==> config.mk <==
export PLATFORM = sky130hd
export DESIGN_NAME = ifp_top
export DESIGN_NICKNAME = d
export VERILOG_FILES = /design/src/ifp_pkg.sv /design/src/ifp_top.sv
export VERILOG_INCLUDE_DIRS = /design/src
export SDC_FILE = /design/constraint.sdc
export NUM_CORES = 2
export LEC_CHECK = 0
export BUFFER_PORTS_ARGS = -buffer_cell sky130_fd_sc_hd__buf_2
export CAP_MARGIN = 20
export CORE_MARGIN = 2
export CORE_UTILIZATION = 35
export DETAILED_ROUTE_END_ITERATION = 16
export GPL_ROUTABILITY_DRIVEN = 0
export HOLD_SLACK_MARGIN = 0.15
export PLACE_DENSITY = 0.48
export RECOVER_POWER = 100
export SLEW_MARGIN = 20
export SYNTH_ARGS = -nofsm -noshare
export SYNTH_HDL_FRONTEND = slang
export SYNTH_SLANG_ARGS = --single-unit
==> constraint.sdc <==
create_clock -name core_clk -period 28.9 [get_ports core_clk]
set_input_delay 5.78 -clock core_clk [delete_from_list [all_inputs] [get_ports core_clk]]
set_output_delay 5.78 -clock core_clk [all_outputs]
set_load 0.05 [all_outputs]
==> src/ifp_consts.svh <==
// constants of the instruction fetch pipeline
`ifndef IFP_CONSTS_SVH
`define IFP_CONSTS_SVH
`define IFP_RESET_PC 32'h00000000
`define IFP_QDEPTH 8
`define IFP_HWQ 8
`define IFP_CLK_RATIO 2
`define IFP_OP_BCC 4'h6
`define IFP_OP_JMPABS 16'h4ef9
`define IFP_D8_W16 8'h00
`define IFP_D8_L32 8'hff
`define IFP_CC_BRA 4'h0
`define IFP_CC_BSR 4'h1
`define IFP_EA_ABS 3'h7
`define IFP_EA_MEM 3'h2
`define IFP_PC_STEP 32'h00000002
`endif

==> src/ifp_pkg.sv <==
// types of the instruction fetch pipeline
package ifp_pkg;
  // early decode word, 16 bits
  typedef struct packed {
    logic [1:0] ext_cnt;
    logic cof;
    logic pred_taken;
    logic mem_rd;
    logic [10:0] spare;
  } ifp_dec_t;
  // one whole machine instruction
  typedef struct packed {
    logic [15:0] op;
    ifp_dec_t dec;
    logic [15:0] ext1;
    logic [15:0] ext2;
    logic [31:0] pc;
  } ifp_entry_t;
  // local memory request
  typedef struct packed {
    logic req;
    logic [31:0] addr;
  } ifp_mreq_t;
endpackage : ifp_pkg

==> src/ifp_top.sv <==
// instruction fetch pipeline with whole-instruction buffer
`timescale 1ns/100ps
`default_nettype none
`include "ifp_consts.svh"
module ifp_top import ifp_pkg::*; #(
  parameter int CLK_RATIO = `IFP_CLK_RATIO
) (
  input wire logic core_clk, // 250 MHz core clock
  input wire logic rstn, // sync reset, low
  output var ifp_mreq_t mem_out, // fetch request
  input wire logic [31:0] mem_rdata, // data in second cycle
  input wire logic ccr_fwd_taken, // forward-taken control bit
  input wire logic ex_done, // execution completed one
  input wire logic ex_flush, // execution redirect
  input wire logic [31:0] ex_target, // its target
  output logic ex_valid, // instruction presented
  output var ifp_entry_t ex_entry, // the instruction
  output logic sys_tick // slow clock phase strobe
);
  //////////////////////////////////////////////////////////////
  // early decode of one opcode
  function automatic ifp_dec_t ifp_decode(input logic [15:0] op);
    ifp_dec_t d;
    d = '0;
    if (op[15:12] == `IFP_OP_BCC) begin
      d.cof = 1'b1;
      if (op[7:0] == `IFP_D8_W16) d.ext_cnt = 2'h1;
      else if (op[7:0] == `IFP_D8_L32) d.ext_cnt = 2'h2;
    end else if (op == `IFP_OP_JMPABS) begin
      d.cof = 1'b1;
      d.ext_cnt = 2'h2;
    end else begin
      // length from the addressing mode field
      if (op[5:3] == `IFP_EA_ABS) d.ext_cnt = op[0] ? 2'h2 : 2'h1;
      // moves store, so they keep single-cycle timing
      d.mem_rd = op[5:3] >= `IFP_EA_MEM && op[15:12] != 4'h0
        && op[15:14] != 2'h0;
    end
    return d;
  endfunction : ifp_decode

  //////////////////////////////////////////////////////////////
  // state
  logic [31:0] fa_reg; // address gen stage
  logic [31:0] ic1_pc_reg;
  logic [31:0] ic2_pc_reg;
  logic ic1_v_reg;
  logic ic2_v_reg;
  logic [15:0] hw_reg [`IFP_HWQ];
  logic [3:0] hq_cnt_reg;
  logic [31:0] hq_pc_reg;
  ifp_entry_t iq_reg [`IFP_QDEPTH];
  logic [2:0] iq_rd_reg;
  logic [2:0] iq_wr_reg;
  logic [3:0] iq_cnt_reg;
  logic ccr_fwd_reg;
  logic [7:0] tick_cnt_reg;
  logic ex_v_reg;
  ifp_entry_t ex_reg;
  logic tick_reg;

  //////////////////////////////////////////////////////////////
  // early decode stage: head of the halfword aligner
  wire [15:0] ied_op = hw_reg[0];
  ifp_dec_t ied_dec_raw;
  assign ied_dec_raw = ifp_decode(ied_op);
  wire [3:0] ied_len = {2'h0, ied_dec_raw.ext_cnt} + 4'h1;
  wire ied_whole = hq_cnt_reg >= ied_len && hq_cnt_reg != 4'h0;
  wire [31:0] ied_seq = hq_pc_reg + `IFP_PC_STEP;
  wire [31:0] d8_ext = {{24{ied_op[7]}}, ied_op[7:0]};
  wire [31:0] d16_ext = {{16{hw_reg[1][15]}}, hw_reg[1]};
  wire [31:0] d32 = {hw_reg[1], hw_reg[2]};
  wire is_jmp = ied_op == `IFP_OP_JMPABS;
  wire [31:0] bcc_disp = ied_dec_raw.ext_cnt == 2'h0 ? d8_ext :
    ied_dec_raw.ext_cnt == 2'h1 ? d16_ext : d32;
  wire [31:0] ied_tgt = is_jmp ? d32 : ied_seq + bcc_disp;
  wire ied_cond = !is_jmp && ied_op[11:8] != `IFP_CC_BRA
    && ied_op[11:8] != `IFP_CC_BSR;
  // backward means below the branch's own address; equal counts as forward
  wire ied_back = ied_tgt < hq_pc_reg;
  // static rule only, every branch, no table
  wire ied_pred = !ied_cond || ied_back || ccr_fwd_reg;
  ifp_dec_t ied_dec;
  always_comb begin
    ied_dec = ied_dec_raw;
    ied_dec.pred_taken = ied_dec_raw.cof && ied_pred;
  end
  ifp_entry_t ied_entry;
  assign ied_entry = '{op: ied_op, dec: ied_dec, ext1: hw_reg[1],
    ext2: hw_reg[2], pc: hq_pc_reg};

  //////////////////////////////////////////////////////////////
  // buffer, bypass and execution handoff
  wire ex_free = !ex_v_reg || ex_done;
  wire iq_empty = iq_cnt_reg == 4'h0;
  // bypass only with nothing older waiting, so program order holds
  wire bypass_ok = iq_empty && ex_free;
  wire iq_room = iq_cnt_reg != 4'(`IFP_QDEPTH);
  wire ied_fire = ied_whole && (iq_room || bypass_ok) && !ex_flush;
  wire ied_redir = ied_fire && ied_dec.pred_taken;
  wire iq_pop = ex_free && !iq_empty && !ex_flush;
  wire iq_push = ied_fire && !bypass_ok;
  wire redirect = ex_flush || ied_redir;
  wire [31:0] redir_pc = ex_flush ? ex_target : ied_tgt;

  //////////////////////////////////////////////////////////////
  // aligner next state
  wire [3:0] rm = ied_fire ? ied_len : 4'h0;
  wire ic2_skip = ic2_pc_reg[1];
  wire [15:0] in0 = ic2_skip ? mem_rdata[15:0] : mem_rdata[31:16];
  wire [15:0] in1 = mem_rdata[15:0];
  wire [3:0] in_n = !ic2_v_reg ? 4'h0 : ic2_skip ? 4'h1 : 4'h2;
  wire [3:0] keep = hq_cnt_reg - rm;
  // slots past the count are don't-care; decode never looks at them
  logic [15:0] hw_next [`IFP_HWQ];
  always_comb begin
    int k;
    int j;
    k = 0;
    j = 0;
    for (int i = 0; i < `IFP_HWQ; i++) begin
      k = i + int'(rm);
      j = i - int'(keep);
      hw_next[i] = hw_reg[i];
      if (k < int'(hq_cnt_reg) && k < `IFP_HWQ) hw_next[i] = hw_reg[k];
      else if (j == 0) hw_next[i] = in0;
      else if (j == 1) hw_next[i] = in1;
    end
  end
  wire [3:0] hq_cnt_next = redirect ? 4'h0 : keep + in_n;
  wire [31:0] hq_pc_next = keep == 4'h0 ?
    {ic2_pc_reg[31:2], 2'h0} + (ic2_skip ? `IFP_PC_STEP : 32'h0) :
    hq_pc_reg + {27'h0, rm, 1'b0};
  // in-flight words counted so a fetch never overruns the aligner
  wire [4:0] hq_need = {1'b0, hq_cnt_reg} + 5'h2 +
    {3'h0, ic1_v_reg, 1'b0} + {3'h0, ic2_v_reg, 1'b0};
  wire issue = hq_need <= 5'(`IFP_HWQ) && !redirect;

  //////////////////////////////////////////////////////////////
  // address gen and two memory cycles
  always_ff @(posedge core_clk) begin
    if (!rstn) begin
      fa_reg <= `IFP_RESET_PC;
      ic1_v_reg <= 1'b0;
      ic2_v_reg <= 1'b0;
      ic1_pc_reg <= `IFP_RESET_PC;
      ic2_pc_reg <= `IFP_RESET_PC;
    end else begin
      if (redirect) fa_reg <= redir_pc;
      else if (issue) fa_reg <= {fa_reg[31:2], 2'h0} + 32'h00000004;
      ic1_v_reg <= issue;
      ic1_pc_reg <= fa_reg;
      ic2_v_reg <= ic1_v_reg && !redirect;
      ic2_pc_reg <= ic1_pc_reg;
    end
  end

  // aligner registers; a redirect drops what follows the branch
  always_ff @(posedge core_clk) begin
    if (!rstn) begin
      hq_cnt_reg <= 4'h0;
      hq_pc_reg <= `IFP_RESET_PC;
    end else begin
      hq_cnt_reg <= hq_cnt_next;
      hq_pc_reg <= hq_pc_next;
    end
  end
  always_ff @(posedge core_clk) begin
    hw_reg <= hw_next;
  end

  //////////////////////////////////////////////////////////////
  // instruction buffer, whole instructions
  always_ff @(posedge core_clk) begin
    if (iq_push) iq_reg[iq_wr_reg] <= ied_entry;
  end
  always_ff @(posedge core_clk) begin
    if (!rstn || ex_flush) begin
      iq_rd_reg <= 3'h0;
      iq_wr_reg <= 3'h0;
      iq_cnt_reg <= 4'h0;
    end else begin
      iq_rd_reg <= iq_rd_reg + 3'(iq_pop);
      iq_wr_reg <= iq_wr_reg + 3'(iq_push);
      iq_cnt_reg <= iq_cnt_reg + 4'(iq_push) - 4'(iq_pop);
    end
  end

  // execution handoff register
  always_ff @(posedge core_clk) begin
    if (!rstn || ex_flush) begin
      ex_v_reg <= 1'b0;
      ex_reg <= '0;
    end else if (ex_free) begin
      ex_v_reg <= iq_pop || ied_fire;
      ex_reg <= iq_pop ? iq_reg[iq_rd_reg] : ied_entry;
    end
  end

  //////////////////////////////////////////////////////////////
  // boundary: control bit and slow-phase strobe registered
  // a register on each side of the boundary keeps the slow paths short
  wire tick_wrap = tick_cnt_reg == 8'(CLK_RATIO - 1);
  always_ff @(posedge core_clk) begin
    if (!rstn) begin
      ccr_fwd_reg <= 1'b0;
      tick_cnt_reg <= 8'h00;
      tick_reg <= 1'b0;
    end else begin
      ccr_fwd_reg <= ccr_fwd_taken;
      tick_cnt_reg <= tick_wrap ? 8'h00 : tick_cnt_reg + 8'h01;
      tick_reg <= tick_wrap;
    end
  end

  // outputs straight from flops
  assign mem_out = '{req: ic1_v_reg, addr: {ic1_pc_reg[31:2], 2'h0}};
  assign ex_valid = ex_v_reg;
  assign ex_entry = ex_reg;
  assign sys_tick = tick_reg;

  //////////////////////////////////////////////////////////////
  // checks
  ifp_entry_t head_q;
  assign head_q = iq_reg[iq_rd_reg];
endmodule : ifp_top
`default_nettype wire

==> reports/results.env <==
OUTCOME='finished with violations'
VIOLATIONS='capacitance limit, slew limit'
GROUTE.USAGE.OVERALL=0.2113
SYNTH_TO_LAYOUT_AREA_GROWTH_PCT=12.56
DRV_CAP=44
SYNTH_FLOP_CELL='sky130_fd_sc_hd__edfxtp_1'
VIAS=32620
CRITICAL_PATH.STARTPOINT='ex_flush'
CTS_SETUP_BUFFERS=0
CLOCKPOWERSHARE=0.326
END_KIND='register'
IO_BUFFER_COUNT=184
ROUTE.DETAILED.VIAS_PER_INST=5.479
DESIGN_INTERNAL_POWER_uW=2985
OVERALL_ROUTED_NET_LENGTH_UM=158100
MOSTFREQUENTLAYOUTCELLS='800 x sky130_fd_sc_hd__edfxtp_1, 413 x sky130_fd_sc_hd__nand2_1, 331 x sky130_fd_sc_hd__mux2i_1'
SYNTH.AREA.TOP_CELLS='sky130_fd_sc_hd__edfxtp_1 48%, sky130_fd_sc_hd__mux4_2 10%, sky130_fd_sc_hd__dfxtp_1 9.3%, sky130_fd_sc_hd__mux2i_1 6.6%, sky130_fd_sc_hd__ha_1 3.8%'
REGTOREGSTARTPOINT='ied_op[5]$_DFFE_PP_'
MOST_FREQUENT_STANDARD_CELL_IN_THE_LAYOUT_EXCLUDING_FILL_AND_TAP_CELLS='sky130_fd_sc_hd__edfxtp_1'
SYNTHDOMINANTAREACELLTYPE='sky130_fd_sc_hd__edfxtp_1'
WORST_SLEW_PIN_TRAN_NS=4.144
FINALCLOCKSKEW_NS=0.05831
GRT_MAX_DEGREE=169
DIEAREA_SQ_UM=147400
SYNTH.FF_LATCH_COUNT=1035
POWER.COMBINATIONAL.FRACTION=0.271
ROW_COUNT=139
CTS-ROOT-TO-SINK-BUFFERS=3
WORSTHOLDSTART='ex_entry[9]$_SDFFE_PP0N_'
ANTENNA_FOUND_INITIAL=7
FILLCELLCOUNT=13660
SYNTH-WARNING-COUNT=0
POWER.SWITCHING_FRACTION=0.3416
MAX_FREQ_MHz=57.98
POSTPLACECELLAREA_SQ_UM=53580
GRT_OVERFLOW_TOTAL=0
POST_SYNTH.CELL_AREA_AVG_SQ_UM=13.20
WL_PER_CELL_UM=26.55
NUMBER_OF_FLIP_FLOPS_UNDER_THE_LARGEST_REGISTER_NAME=672
DETAIL_ROUTE.DRC_VIOLATIONS=0
CTSHTREEMAXLEVEL=3
ASYNC_FLOP_SHARE=0
GRT_SETUP_UNREPAIRED='false'
DRT_ITER0_DRC=2529
GRT_FIRST_PASS_WIRELENGTH_UM=227500
POST-ROUTE-UTIL=0.3964
LAYOUT_WORST_PATH_CYCLE_SHARE=0.5968
POWER_DENSITY_nW_PER_UM2=79.70
SYNTH_TOP_AREA_FRAC=0.4754
SYNTH_EDF_COUNT=800
CTSRESIZECOUNT=0
CTS-HOLD-FIX-BUFFERS=0
DRT_PASS1_ITERATIONS=9
HOLD_PATH_DEPTH=2
DIE_W_UM=384.0
MAXSLEWVIOLCOUNT=1562
FINAL_CRITICAL_PATH_SETUP_SLACK_NS=11.65
REPORT.FINAL.HOLD_VIOL_COUNT=0
POWER.SHARE.SEQUENTIAL=0.403
DRIVE_GT1_FRAC=0.1382
WORSTREGTOREGCELLS=26
ANTENNA_VIOLATING_NETS_LEFT=0
DIE_H_UM=384.0
REG2REG_TO='ied_op[6]$_DFFE_PP_'
IRDROPWORSTVDD_mV=0.06734
DP.FINAL_HPWL_UM=97360
GLOBAL_ROUTE.USAGE.MET3=0.03035
WORSTPATHREQUIRED_NS=29.37
P_SWITCHING_uW=1549
HP-CLASS='reg2reg'
TRITONCTS='built'
SETUP_TOTAL_NEGATIVE_SLACK_NS=0
POWER.LEAKAGE_uW=0.01907
RRSETUPSLACK_NS=12.75
NUMCLOCKSINKS=1035
GRTUSAGEMET1=0.2933
CTS-ROOT-BUF='sky130_fd_sc_hd__clkbuf_16'
YOSYSSEQAREASHARE=0.5685
PLACEABLECOREAREA_SQ_UM=143500
PLACE_WORST_SETUP_SLACK_NS=16.82
CRITICAL_PATH.ENDPOINT='ied_op[6]$_DFFE_PP_'
WORST_SKEW_PAIR_LATER_PIN_LATENCY_NS=0.75
FLOORPLAN.INITIALDENSITY=0.3522
SYNTH.DISTINCT_CELLS=68
SETUP.WORST_PATH.START_CLASS='input port'
POST_SYNTH_INSTANCE_AREA_SQ_UM=50540
FINAL-SETUP-VIOL-COUNT=0
USE_MET2=0.3405
PATH_CLK_SLEW_NS=0.06
IO_COUNT=200
TIMING.CRITICAL_PATH.FANOUT_MAX=60
BUSIEST_LAYER='met2'
TIMING.CRITICAL_PATH.ARRIVAL_NS=17.72
TOTAL_CTS_BUFFERS=114
POSTLAYOUTCELLAREA_SQ_UM=56880
PERIOD_NEEDED_NS=17.25
SLEW_HEADROOM=-1.763
SYN-INSTANCE-COUNT=3828
NNETSFINAL=4178
CRIT_TYPE='in2reg'
FIRST_GLOBAL_VIAS=32490
worst min path at each step:
stage,slack [ns],end
floorplan,0.41,ic2_pc_reg[1]$_SDFF_PN0_
CTS,0.45,ex_entry[9]$_SDFFE_PP0N_
detailed placement,0.44,ex_entry[9]$_SDFFE_PP0N_
finish,0.45,ex_entry[9]$_SDFFE_PP0N_
global placement,0.44,ex_entry[9]$_SDFFE_PP0N_
global route,0.47,ex_entry[29]$_SDFFE_PP0N_
final cells by class:
cell class / count / area (sq um) / area share
diodes: 5 / 12.51 / 0.0002200
clock buffers: 152 / 3123 / 0.05490
well taps: 1903 / 2381 / 0.04186
flip-flops and latches: 1035 / 28740 / 0.5052
multi-input cells: 2406 / 20270 / 0.3564
inverters: 103 / 389.1 / 0.006841
clock inverters: 60 / 665.6 / 0.01170
repair buffers: 290 / 1296 / 0.02279
power groups by stage:
stage                     registers (uW)  clock network (uW)  logic [uW]
after floorplan                     1900                   0         731
after global placement              1850                   0        1250
after detailed placement            1850                   0        1250
after CTS                           1820                1510        1260
after global routing                1840                1570        1340
final                               1830                1480        1230
cell usage after synthesis, drive strengths merged (4+ instances only):
library cell,instances
a211o,6
a211oi,68
a21o,45
a21oi,208
a221o,16
a221oi,12
a22oi,5
a31oi,20
and2,65
and3,16
and4,6
buf,126
clkbuf,172
clkinv,4
dfxtp,235
edfxtp,800
fa,5
ha,154
inv,99
mux2,34
mux2i,331
mux4,232
nand2,414
nand2b,12
nand3,40
nand4,27
nor2,177
nor3,35
nor4,8
o211ai,109
o21a,10
o21ai,138
o21bai,8
o221ai,42
or2,5
or3,16
xnor2,71
xor2,26
stage by stage:
stage	hold slack (ns)	power (uW)	cells
after CTS	0.4498	4594	5949
after global placement	0.4382	3104	5736
final	0.4483	4533	5954
after global routing	0.4682	4746	5949
after detailed placement	0.4413	3106	5737
after floorplan	0.4119	2634	3842
cell families (layout without fill, tap and decap cells):
kind of cell | count (synthesis) | in the layout | synth area share
buffers and inverters | 401 | 605 | 0.03451
muxes | 597 | 597 | 0.1765
adders and majority gates | 159 | 159 | 0.04011
and+or+nand+nor | 832 | 832 | 0.07294
other | 1 | 20 | 0.00007420
xor gates and xnor gates | 97 | 97 | 0.01726
DFF | 1035 | 1035 | 0.5685
AOI/OAI and AO/OA | 706 | 706 | 0.09012
per-layer routing:
layer,routed length [um],up-vias
met5,0,-
met4,4561,0
met3,8242,208
met2,73960,882
met1,71290,16700
li1,-,14840
worst max-delay path, stage by stage:
cell	delay [ns]
sky130_fd_sc_hd__clkbuf_1	1.13
sky130_fd_sc_hd__or2_2	0.34
sky130_fd_sc_hd__nor2_1	0.20
sky130_fd_sc_hd__nand2_2	0.12
sky130_fd_sc_hd__clkbuf_1	2.67
sky130_fd_sc_hd__clkinv_1	0.48
sky130_fd_sc_hd__clkbuf_1	1.34
sky130_fd_sc_hd__fa_1	1.02
sky130_fd_sc_hd__xor2_1	0.51
sky130_fd_sc_hd__inv_1	0.28
sky130_fd_sc_hd__nand4_1	0.16
sky130_fd_sc_hd__clkbuf_1	2.06
sky130_fd_sc_hd__nor2_2	-0.08
sky130_fd_sc_hd__clkbuf_1	0.85
sky130_fd_sc_hd__nor2_1	0.31
sky130_fd_sc_hd__a211oi_1	0.09
sky130_fd_sc_hd__a221o_1	0.39
Power figures use the tool's default switching activity.
